[config.mk]
export PLATFORM = sky130hd
export DESIGN_NAME = tpcpwm_top
export DESIGN_NICKNAME = d
export VERILOG_FILES = /design/src/hdl/tpcpwm_pkg.sv /design/src/hdl/tpcpwm_timebase.sv /design/src/hdl/tpcpwm_top.sv
export SDC_FILE = /design/constraint.sdc
export NUM_CORES = 1
export LEC_CHECK = 0
export BUFFER_PORTS_ARGS = -buffer_cell sky130_fd_sc_hd__buf_2
export CAP_MARGIN = 20
export CORE_MARGIN = 4
export CORE_UTILIZATION = 50
export DETAILED_ROUTE_END_ITERATION = 7
export MAX_ROUTING_LAYER = met4
export PLACE_DENSITY = 0.68
export SETUP_SLACK_MARGIN = 0.05
export SLEW_MARGIN = 10
export SYNTH_ARGS = -nofsm -noshare
export SYNTH_HDL_FRONTEND = slang
export SYNTH_SLANG_ARGS = --single-unit
[constraint.sdc]
create_clock -name i_clock -period 3.6 [get_ports i_clock]
set_input_delay 0.18 -clock i_clock [delete_from_list [all_inputs] [get_ports i_clock]]
set_output_delay 0.18 -clock i_clock [all_outputs]
set_load 0.03 [all_outputs]
[src/hdl/tpcpwm_pkg.sv]
package tpcpwm_pkg;

    // ----------------------------------------
    // sizes
    // ----------------------------------------
    localparam int CNT_W = 16;
    localparam int NPH = 3;
    localparam int IRQ_W = 3;
    localparam int ADDR_W = 8;
    localparam int DATA_W = 32;

    // ----------------------------------------
    // register byte offsets
    // ----------------------------------------
    localparam logic [7:0] ADDR_CTRL = 8'h00;
    localparam logic [7:0] ADDR_PERIOD = 8'h04;
    localparam logic [7:0] ADDR_DEADTIME = 8'h08;
    localparam logic [7:0] ADDR_DUTY_A = 8'h0c;
    localparam logic [7:0] ADDR_DUTY_B = 8'h10;
    localparam logic [7:0] ADDR_DUTY_C = 8'h14;
    localparam logic [7:0] ADDR_STATUS = 8'h18;
    localparam logic [7:0] ADDR_IRQ_STAT = 8'h1c;
    localparam logic [7:0] ADDR_IRQ_MASK = 8'h20;

    // ----------------------------------------
    // field positions
    // ----------------------------------------
    localparam int CTRL_EN_BIT = 0;
    localparam int CTRL_MODE_BIT = 1;
    localparam int CTRL_PROT_BIT = 2;
    localparam int STAT_EN_BIT = 0;
    localparam int STAT_MODE_BIT = 1;
    localparam int STAT_FAULT_BIT = 2;
    localparam int IRQ_PERIOD_BIT = 0;
    localparam int IRQ_FAULT_BIT = 1;
    localparam int IRQ_PROT_BIT = 2;

    // ----------------------------------------
    // reset values and counter constants
    // ----------------------------------------
    localparam logic [CNT_W-1:0] PERIOD_RST = 16'h03e8;
    localparam logic [CNT_W-1:0] DEADTIME_RST = 16'h0010;
    localparam logic [CNT_W-1:0] DUTY_RST = 16'h0000;
    localparam logic [IRQ_W-1:0] IRQ_RST = 3'h0;
    localparam logic [CNT_W-1:0] CNT_ZERO = 16'h0000;
    localparam logic [CNT_W-1:0] CNT_ONE = 16'h0001;

    // ----------------------------------------
    // types
    // ----------------------------------------
    typedef enum logic {
        TPCPWM_MODE_CENTER,
        TPCPWM_MODE_EDGE
    } tpcpwm_mode_t;

    typedef struct packed {
        logic hi;
        logic lo;
    } tpcpwm_pair_t;

    typedef struct packed {
        logic en;
        tpcpwm_mode_t mode;
    } tpcpwm_cfg_t;

endpackage

[src/hdl/tpcpwm_timebase.sv]
`timescale 1ns/1ps
module tpcpwm_timebase #(
    parameter int CNT_W = tpcpwm_pkg::CNT_W
) (
    input wire logic i_clock,
    input wire logic i_sys_rst,
    input wire logic i_run,
    input wire tpcpwm_pkg::tpcpwm_mode_t i_mode,
    input wire logic [CNT_W-1:0] i_period,
    output logic [CNT_W-1:0] o_count,
    output logic o_reload
);

    // ----------------------------------------
    // shared carrier counter
    // ----------------------------------------
    logic up_r;

    function automatic logic [CNT_W-1:0] step(input logic [CNT_W-1:0] v, input logic up);
        step = up ? v + CNT_W'(1) : v - CNT_W'(1);
    endfunction

    always_ff @(posedge i_clock) begin
        if (i_sys_rst || !i_run) begin
            o_count <= '0;
            up_r <= 1'b1;
            o_reload <= 1'b0;
        end else begin
            o_reload <= 1'b0;
            if (i_period == '0) begin
                o_count <= '0;
                up_r <= 1'b1;
            end else if (i_mode == tpcpwm_pkg::TPCPWM_MODE_EDGE) begin
                // sawtooth 0..period
                if (o_count >= i_period) begin
                    o_count <= '0;
                    o_reload <= 1'b1;
                end else begin
                    o_count <= step(o_count, 1'b1);
                end
            end else if (up_r) begin
                // triangle rising half
                if (o_count >= i_period) begin
                    up_r <= 1'b0;
                    o_count <= step(o_count, 1'b0);
                end else begin
                    o_count <= step(o_count, 1'b1);
                end
            end else begin
                // triangle falling half
                if (o_count == '0) begin
                    up_r <= 1'b1;
                    o_count <= step(o_count, 1'b1);
                    o_reload <= 1'b1;
                end else begin
                    o_count <= step(o_count, 1'b0);
                end
            end
        end
    end

endmodule

[src/hdl/tpcpwm_top.sv]
// Contract
// RULE1 - six outputs form three complementary pairs, one upper and one lower per phase.
// RULE2 - all pairs share one carrier period, one dead time and one mode.
// RULE3 - one timebase makes the carrier that every phase compares against.
// RULE4 - each phase holds its own duty value that sets its switching points.
// RULE5 - a control part selects the mode and decides when interrupts are raised.
// RULE6 - on every transition both outputs of a pair stay off for the dead time.
// RULE7 - no minimum pulse is enforced, so a short pulse can vanish for a whole period.
// RULE8 - software should keep every pulse width at least three times the dead time.
// RULE9 - a software protection command turns all six outputs off together.
// RULE10 - the external fault input turns all outputs off and raises its interrupt.
// RULE11 - each phase switches where the triangular carrier crosses its reference; in edge mode the code compares against a sawtooth 0..period instead.
// RULE12 - after reset or a shutdown outputs stay off until software enables again.
//
// Local design decisions: the register addresses and the APB interface to the registers.
`timescale 1ns/1ps
module tpcpwm_top #(
    parameter int CNT_W = tpcpwm_pkg::CNT_W
) (
    input wire logic i_clock,
    input wire logic i_sys_rst,
    input wire logic i_psel,
    input wire logic i_penable,
    input wire logic i_pwrite,
    input wire logic [tpcpwm_pkg::ADDR_W-1:0] i_paddr,
    input wire logic [tpcpwm_pkg::DATA_W-1:0] i_pwdata,
    output logic [tpcpwm_pkg::DATA_W-1:0] o_prdata,
    output logic o_pready,
    output logic o_pslverr,
    input wire logic i_ext_fault,
    output logic o_phase_a_out,
    output logic o_phase_a_out_compl,
    output logic o_phase_b_out,
    output logic o_phase_b_out_compl,
    output logic o_phase_c_out,
    output logic o_phase_c_out_compl,
    output logic o_irq
);

    localparam int NPH = tpcpwm_pkg::NPH;
    localparam int IRQ_W = tpcpwm_pkg::IRQ_W;
    localparam int DATA_W = tpcpwm_pkg::DATA_W;

    // ----------------------------------------
    // functions
    // ----------------------------------------
    function automatic logic [DATA_W-1:0] widen(input logic [CNT_W-1:0] v);
        widen = {{(DATA_W-CNT_W){1'b0}}, v};
    endfunction

    function automatic logic hit(input logic [tpcpwm_pkg::ADDR_W-1:0] a,
                                 input logic [tpcpwm_pkg::ADDR_W-1:0] r);
        hit = (a == r);
    endfunction

    // ----------------------------------------
    // declarations
    // ----------------------------------------
    logic pready_r;
    logic pslverr_r;
    logic [DATA_W-1:0] prdata_r;
    logic wr_fire;
    logic rd_err;
    logic [DATA_W-1:0] rd_data;
    tpcpwm_pkg::tpcpwm_cfg_t cfg_r;
    logic [CNT_W-1:0] period_r;
    logic [CNT_W-1:0] dead_r;
    logic [CNT_W-1:0] duty_r [NPH];
    logic [CNT_W-1:0] duty_act_r [NPH];
    logic [IRQ_W-1:0] irq_stat_r;
    logic [IRQ_W-1:0] irq_mask_r;
    logic [IRQ_W-1:0] irq_event;
    logic [IRQ_W-1:0] irq_clr;
    logic irq_r;
    logic fault_meta_r;
    logic fault_sync_r;
    logic fault_prev_r;
    logic prot_cmd;
    logic shut;
    logic [CNT_W-1:0] count;
    logic reload;
    logic [NPH-1:0] raw_r;
    logic [NPH-1:0] raw_nxt;
    logic [CNT_W-1:0] dt_cnt_r [NPH];
    tpcpwm_pkg::tpcpwm_pair_t pair_r [NPH];

    // ----------------------------------------
    // apb slave handshake
    // ----------------------------------------
    // one wait state: pready rises in the second access cycle
    assign wr_fire = i_psel && i_penable && pready_r && i_pwrite;

    always_ff @(posedge i_clock) begin
        if (i_sys_rst) begin
            pready_r <= 1'b0;
        end else begin
            pready_r <= i_psel && i_penable && !pready_r;
        end
    end

    always_ff @(posedge i_clock) begin
        if (i_sys_rst) begin
            prdata_r <= '0;
            pslverr_r <= 1'b0;
        end else if (i_psel && i_penable && !pready_r) begin
            prdata_r <= i_pwrite ? '0 : rd_data;
            pslverr_r <= rd_err;
        end else begin
            prdata_r <= '0;
            pslverr_r <= 1'b0;
        end
    end

    // ----------------------------------------
    // read decode
    // ----------------------------------------
    always_comb begin
        rd_data = '0;
        rd_err = 1'b0;
        if (hit(i_paddr, tpcpwm_pkg::ADDR_CTRL)) begin
            rd_data[tpcpwm_pkg::CTRL_EN_BIT] = cfg_r.en;
            rd_data[tpcpwm_pkg::CTRL_MODE_BIT] = cfg_r.mode;
        end else if (hit(i_paddr, tpcpwm_pkg::ADDR_PERIOD)) begin
            rd_data = widen(period_r);
        end else if (hit(i_paddr, tpcpwm_pkg::ADDR_DEADTIME)) begin
            rd_data = widen(dead_r);
        end else if (hit(i_paddr, tpcpwm_pkg::ADDR_DUTY_A)) begin
            rd_data = widen(duty_r[0]);
        end else if (hit(i_paddr, tpcpwm_pkg::ADDR_DUTY_B)) begin
            rd_data = widen(duty_r[1]);
        end else if (hit(i_paddr, tpcpwm_pkg::ADDR_DUTY_C)) begin
            rd_data = widen(duty_r[2]);
        end else if (hit(i_paddr, tpcpwm_pkg::ADDR_STATUS)) begin
            rd_data[tpcpwm_pkg::STAT_EN_BIT] = cfg_r.en;
            rd_data[tpcpwm_pkg::STAT_MODE_BIT] = cfg_r.mode;
            rd_data[tpcpwm_pkg::STAT_FAULT_BIT] = fault_sync_r;
        end else if (hit(i_paddr, tpcpwm_pkg::ADDR_IRQ_STAT)) begin
            rd_data[IRQ_W-1:0] = irq_stat_r;
        end else if (hit(i_paddr, tpcpwm_pkg::ADDR_IRQ_MASK)) begin
            rd_data[IRQ_W-1:0] = irq_mask_r;
        end else begin
            rd_err = 1'b1;
        end
    end

    // ----------------------------------------
    // fault input synchroniser
    // ----------------------------------------
    always_ff @(posedge i_clock) begin
        if (i_sys_rst) begin
            fault_meta_r <= 1'b0;
            fault_sync_r <= 1'b0;
            fault_prev_r <= 1'b0;
        end else begin
            fault_meta_r <= i_ext_fault;
            fault_sync_r <= fault_meta_r;
            fault_prev_r <= fault_sync_r;
        end
    end

    // ----------------------------------------
    // protection
    // ----------------------------------------
    assign prot_cmd = wr_fire && hit(i_paddr, tpcpwm_pkg::ADDR_CTRL) &&
                      i_pwdata[tpcpwm_pkg::CTRL_PROT_BIT]; // see RULE9
    assign shut = prot_cmd || fault_sync_r; // see RULE10

    // ----------------------------------------
    // control register
    // ----------------------------------------
    always_ff @(posedge i_clock) begin
        if (i_sys_rst) begin
            cfg_r.en <= 1'b0;
        end else if (shut) begin
            cfg_r.en <= 1'b0; // see RULE12
        end else if (wr_fire && hit(i_paddr, tpcpwm_pkg::ADDR_CTRL)) begin
            cfg_r.en <= i_pwdata[tpcpwm_pkg::CTRL_EN_BIT]; // see RULE12
        end
    end

    always_ff @(posedge i_clock) begin
        if (i_sys_rst) begin
            cfg_r.mode <= tpcpwm_pkg::TPCPWM_MODE_CENTER;
        end else if (wr_fire && hit(i_paddr, tpcpwm_pkg::ADDR_CTRL)) begin
            // one mode for all pairs
            cfg_r.mode <= tpcpwm_pkg::tpcpwm_mode_t'(
                i_pwdata[tpcpwm_pkg::CTRL_MODE_BIT]); // see RULE5, see RULE2
        end
    end

    // ----------------------------------------
    // period and dead time
    // ----------------------------------------
    always_ff @(posedge i_clock) begin
        if (i_sys_rst) begin
            period_r <= tpcpwm_pkg::PERIOD_RST;
        end else if (wr_fire && hit(i_paddr, tpcpwm_pkg::ADDR_PERIOD)) begin
            period_r <= i_pwdata[CNT_W-1:0]; // see RULE2
        end
    end

    always_ff @(posedge i_clock) begin
        if (i_sys_rst) begin
            dead_r <= tpcpwm_pkg::DEADTIME_RST;
        end else if (wr_fire && hit(i_paddr, tpcpwm_pkg::ADDR_DEADTIME)) begin
            dead_r <= i_pwdata[CNT_W-1:0]; // see RULE2
        end
    end

    // ----------------------------------------
    // duty registers
    // ----------------------------------------
    // shadow copies reach the compare at the carrier reload, or on every cycle while disabled
    always_ff @(posedge i_clock) begin
        if (i_sys_rst) begin
            for (int p = 0; p < NPH; p++) begin
                duty_r[p] <= tpcpwm_pkg::DUTY_RST;
            end
        end else if (wr_fire) begin
            if (hit(i_paddr, tpcpwm_pkg::ADDR_DUTY_A)) begin
                duty_r[0] <= i_pwdata[CNT_W-1:0]; // see RULE4
            end
            if (hit(i_paddr, tpcpwm_pkg::ADDR_DUTY_B)) begin
                duty_r[1] <= i_pwdata[CNT_W-1:0]; // see RULE4
            end
            if (hit(i_paddr, tpcpwm_pkg::ADDR_DUTY_C)) begin
                duty_r[2] <= i_pwdata[CNT_W-1:0]; // see RULE4
            end
        end
    end

    always_ff @(posedge i_clock) begin
        if (i_sys_rst) begin
            for (int p = 0; p < NPH; p++) begin
                duty_act_r[p] <= tpcpwm_pkg::DUTY_RST;
            end
        end else if (reload || !cfg_r.en) begin
            for (int p = 0; p < NPH; p++) begin
                duty_act_r[p] <= duty_r[p]; // see RULE4
            end
        end
    end

    // ----------------------------------------
    // shared timebase
    // ----------------------------------------
    tpcpwm_timebase #(
        .CNT_W(CNT_W)
    ) u_timebase (
        .i_clock(i_clock),
        .i_sys_rst(i_sys_rst),
        .i_run(cfg_r.en),
        .i_mode(cfg_r.mode),
        .i_period(period_r),
        .o_count(count),
        .o_reload(reload)
    ); // see RULE3

    // ----------------------------------------
    // phase compare and dead time
    // ----------------------------------------
    always_comb begin
        for (int p = 0; p < NPH; p++) begin
            raw_nxt[p] = (count < duty_act_r[p]); // see RULE11
        end
    end

    // a change of demand restarts the gap; no minimum pulse is kept
    always_ff @(posedge i_clock) begin
        if (i_sys_rst || !cfg_r.en) begin
            raw_r <= '0;
            for (int p = 0; p < NPH; p++) begin
                dt_cnt_r[p] <= dead_r; // see RULE6
            end
        end else begin
            raw_r <= raw_nxt;
            for (int p = 0; p < NPH; p++) begin
                if (raw_nxt[p] != raw_r[p]) begin
                    dt_cnt_r[p] <= dead_r; // see RULE6, see RULE7
                end else if (dt_cnt_r[p] != tpcpwm_pkg::CNT_ZERO) begin
                    dt_cnt_r[p] <= dt_cnt_r[p] - tpcpwm_pkg::CNT_ONE;
                end
            end
        end
    end

    // ----------------------------------------
    // output pairs
    // ----------------------------------------
    always_ff @(posedge i_clock) begin
        if (i_sys_rst) begin
            for (int p = 0; p < NPH; p++) begin
                pair_r[p] <= '0;
            end
        end else begin
            for (int p = 0; p < NPH; p++) begin
                if (shut || !cfg_r.en) begin
                    pair_r[p] <= '0; // see RULE9, see RULE10, see RULE12
                end else if (dt_cnt_r[p] != tpcpwm_pkg::CNT_ZERO) begin
                    pair_r[p] <= '0; // see RULE6
                end else begin
                    pair_r[p].hi <= raw_r[p]; // see RULE1
                    pair_r[p].lo <= !raw_r[p]; // see RULE1
                end
            end
        end
    end

    // ----------------------------------------
    // interrupts
    // ----------------------------------------
    always_comb begin
        irq_event = '0;
        irq_event[tpcpwm_pkg::IRQ_PERIOD_BIT] = reload; // see RULE5
        irq_event[tpcpwm_pkg::IRQ_FAULT_BIT] = fault_sync_r && !fault_prev_r; // see RULE10
        irq_event[tpcpwm_pkg::IRQ_PROT_BIT] = prot_cmd; // see RULE9
    end

    assign irq_clr = (wr_fire && hit(i_paddr, tpcpwm_pkg::ADDR_IRQ_STAT)) ?
                     i_pwdata[IRQ_W-1:0] : '0;

    // set wins over a clear in the same cycle
    always_ff @(posedge i_clock) begin
        if (i_sys_rst) begin
            irq_stat_r <= tpcpwm_pkg::IRQ_RST;
        end else begin
            irq_stat_r <= (irq_stat_r & ~irq_clr) | irq_event; // see RULE5
        end
    end

    always_ff @(posedge i_clock) begin
        if (i_sys_rst) begin
            irq_mask_r <= tpcpwm_pkg::IRQ_RST;
        end else if (wr_fire && hit(i_paddr, tpcpwm_pkg::ADDR_IRQ_MASK)) begin
            irq_mask_r <= i_pwdata[IRQ_W-1:0];
        end
    end

    always_ff @(posedge i_clock) begin
        if (i_sys_rst) begin
            irq_r <= 1'b0;
        end else begin
            irq_r <= |(irq_stat_r & irq_mask_r); // see RULE5
        end
    end

    // ----------------------------------------
    // port drive
    // ----------------------------------------
    assign o_prdata = prdata_r;
    assign o_pready = pready_r;
    assign o_pslverr = pslverr_r;
    assign o_irq = irq_r;
    assign o_phase_a_out = pair_r[0].hi;
    assign o_phase_a_out_compl = pair_r[0].lo;
    assign o_phase_b_out = pair_r[1].hi;
    assign o_phase_b_out_compl = pair_r[1].lo;
    assign o_phase_c_out = pair_r[2].hi;
    assign o_phase_c_out_compl = pair_r[2].lo;

endmodule

==> metrics.md <==
| Metric | Value |
|---|---|
| Antenna Cells | `0` |
| Pwr dens | `409 nW/um2` |
| Reg power frac | `50.3%` |
| Final Skew | `12.4 ps` |
| Lkg Pwr | `0.00580 uW` |
| Post-CTS Setup Inserts | `0` |
| Synth top cells by count | `150 x edfxtp_1, 149 x nand2_1, 98 x a21oi_1, 83 x dfxtp_1, 79 x nor2_1` |
| Worst-path fanout max | `11` |
| Die width | `165 um` |
| Clock Tree Root | `clkbuf_16` |
| # DRC | `0` |
| Initial Util | `50.7%` |
| Final HPWL DP | `21.6 mm` |
| Post-synth EDFFs | `150` |
| Crit end category | `flop` |
| Global-route wire length before repair | `47.3 mm` |
| Combinational Power Share | `3.8%` |
| Min-delay worst type | `in2reg` |
| Peak VDD IR | `0.448 mV` |
| DR iter-0 viols | `706` |
| Post-synth ARST share | `0%` |
| CTS max path bufs | `3` |
| Dominant synthesized flop cell | `edfxtp_1` |
| Net Sw Frac | `21.4%` |
| Syn Inst Count | `1227` |
| Syn avg cell area | `10.1 um2` |
| NumNets Final | `1421` |
| Final Hold Vio Count | `0` |
| Ys Warns | `0` |
| Antenna-violating nets left | `0` |
| DR WL/cell | `17.9 um` |
| Htree depth | `1` |
| Clk sink count | `233` |
| Netlist cell types | `76` |
| Internal power | `4510 uW` |
| Initial antenna violation count | `0` |
| CP Class | `reg2reg` |
| Via density | `5.58` |
| CTS tree | `yes` |
| Placed cell area | `12900 um2` |
| Post-synthesis sequential area ratio | `50.0%` |
| Gpl congestion | `0.922` |
| Design Area, Final | `14000 um2` |
| Worst endpoint required time | `4060 ps` |
| Cell family with most CP delay | `simple AND/OR/NAND/NOR gates` |
| Post-Syn Area | `12300 um2` |
| Clock Latency Late Sink | `520 ps` |
| Area growth syn-to-layout | `13.5%` |
| Largest net degree at the start of global routing | `49` |
| Critical path's slowest cell | `dfxtp_1` |
| CP Cell Sequence | `inv_1, ha_1, or3b_1, o2111ai_1, a31o_1, a31oi_1, or2_1, or3_4, o221ai_2, o31a_1` |
| Port Buffer Count | `54` |
| Post-synth top area share | `36.5%` |
| Arr. time, crit path | `3490 ps` |
| TritonCTS Buffers | `25` |
| Grt ovf | `0` |
| Cell with the most instances after synthesis | `edfxtp_1` |
| Status | `finished clean` |
| Via count | `9206` |
| Clock share of power | `45.9%` |
| Worst slew margin | `50.8%` |
| Die Y | `165 um` |
| CORE AREA | `24300 um2` |
| Drt pass-1 iters | `6` |
| Die area | `27200 um2` |
| RSZ-0062 raised after global routing | `false` |
| Vias in the first global route | `8813` |
| Setup_tns | `0 ps` |
| Biggest area consumer among synthesized cells | `edfxtp_1` |
| Synth Register Bits | `233` |
| Cells taking the most area after synthesis | `edfxtp_1 37%, dfxtp_1 13%, ha_1 6.9%` |
| Overall Global Routing Usage | `22.6%` |
| Switching pwr | `1220 uW` |
| Site row count | `57` |
| Worst path buffer plus inverter count | `1` |
| Final period utilization | `84.3%` |
| Least-Margin Pin Slew | `738 ps` |
| Routed wire length | `29.5 mm` |
| Hold_ws | `90.8 ps` |
| # Max-Cap Violations | `0` |
| Final-report setup violation count | `0` |
| Max Slew Vio Count | `0` |
| IO Pins | `87` |
| CP Launch Type | `flop` |
| Biggest cell delay along the critical path | `530 ps` |
| Clk slew on worst S/H paths | `60 ps` |
| Max Fclk | `329 MHz` |
| Min cycle time layout | `3040 ps` |
| Share of cells above drive strength 1 | `12.5%` |
power by group through the flow:
stage | sequential [uW] | clock (uW) | combinational (uW)
5_1_grt | 2890 | 2820 | 239
6_report | 2880 | 2630 | 217
4_1_cts | 2880 | 2680 | 215
2_1_floorplan | 2940 | 0 | 135
3_5_place_dp | 2940 | 0 | 197
3_3_place_gp | 2940 | 0 | 195
cells by family (layout without fill, tap and decap cells):
kind of cell / Yosys count / in the layout / share of synthesized area, %
AO/OA/AOI/OAI: 242 / 242 / 12.6
XOR/XNOR: 56 / 56 / 3.98
adder cells (fa/ha/maj): 68 / 68 / 6.90
buffers and inverters: 150 / 228 / 5.76
flip-flops: 233 / 233 / 50.0
multiplexers: 28 / 28 / 2.41
other: 2 / 22 / 0.0609
AND/OR/NAND/NOR: 448 / 448 / 18.3
flip-flops by register name, indices dropped and copies added (netlist names):
register / flops
dt_cnt_r: 48
duty_act_r: 48
duty_r: 48
dead_r: 16
o_prdata: 16
period_r: 16
u_timebase.o_count: 16
pair_r: 6
irq_mask_r: 3
irq_stat_r: 3
raw_r: 3
cfg_r: 2
fault_meta_r: 1
fault_prev_r: 1
fault_sync_r: 1
o_irq: 1
o_pready: 1
o_pslverr: 1
u_timebase.o_reload: 1
u_timebase.up_r: 1
worst paths after layout:
kind / startpoint / endpoint / cells past startpoint / slack (ps)
hold reg to reg: fault_meta_r / fault_sync_r / 1 / 440
hold / removal: i_pwrite / o_prdata[1] / 3 / 90
setup reg to reg: u_timebase.o_count[0] / u_timebase.o_count[11] / 10 / 560
setup / recovery: u_timebase.o_count[0] / u_timebase.o_count[11] / 10 / 560
through the flow:
step           cells  utilization (%)  setup WS (ps)  total power (uW)
2_1_floorplan   1247                -            877              3080
3_3_place_gp    1582             53.1            619              3130
3_5_place_dp    1582             53.1            574              3140
4_1_cts         1648             57.5            551              5780
5_1_grt         1649             57.6            424              5940
6_report        1649             57.6            565              5730
area by class of cell:
cell class	count	area [um2]
fillers	2066	10300
flip-flops and latches	233	6170
multi-input cells	864	5550
clock buffers	33	759
repair buffers	105	718
well taps	324	405
inverters	78	293
clock inverters	12	101
cell usage in the layout (no fill, tap or decap), types with 13 or more instances in the layout:
cell type and instances:
a21o_1 21, a21oi_1 97, a222oi_1 14, and2_1 70, buf_2 54, buf_4 29, clkbuf_16 28, conb_1 22
dfxtp_1 83, dlygate4sd3_1 21, edfxtp_1 150, ha_1 68, inv_1 78, mux2_2 13, nand2_1 148, nand2b_1 13
nand3_1 14, nand4_1 14, nor2_1 78, nor3_1 35, nor4_1 17, o21ai_0 44, xnor2_1 32, xor2_1 24
metal layers:
metal,wire [um],track usage [%],up-vias
li1,-,-,4497
met1,13100,31.8,4351
met4,635,5.44,0
met3,2020,2.85,58
met5,0,-,-
met2,13700,35.2,300
worst min-delay path, stage by stage:
cell and delay [ps]:
buf_2 100, nand2b_1 210, nor2_1 70
what timing repair did:
item	4_1_cts	5_1_grt
hold buffers	21	0
endpoints found under the hold margin	42	0
resized for setup	0	0
(Power assumes the default switching activity.)
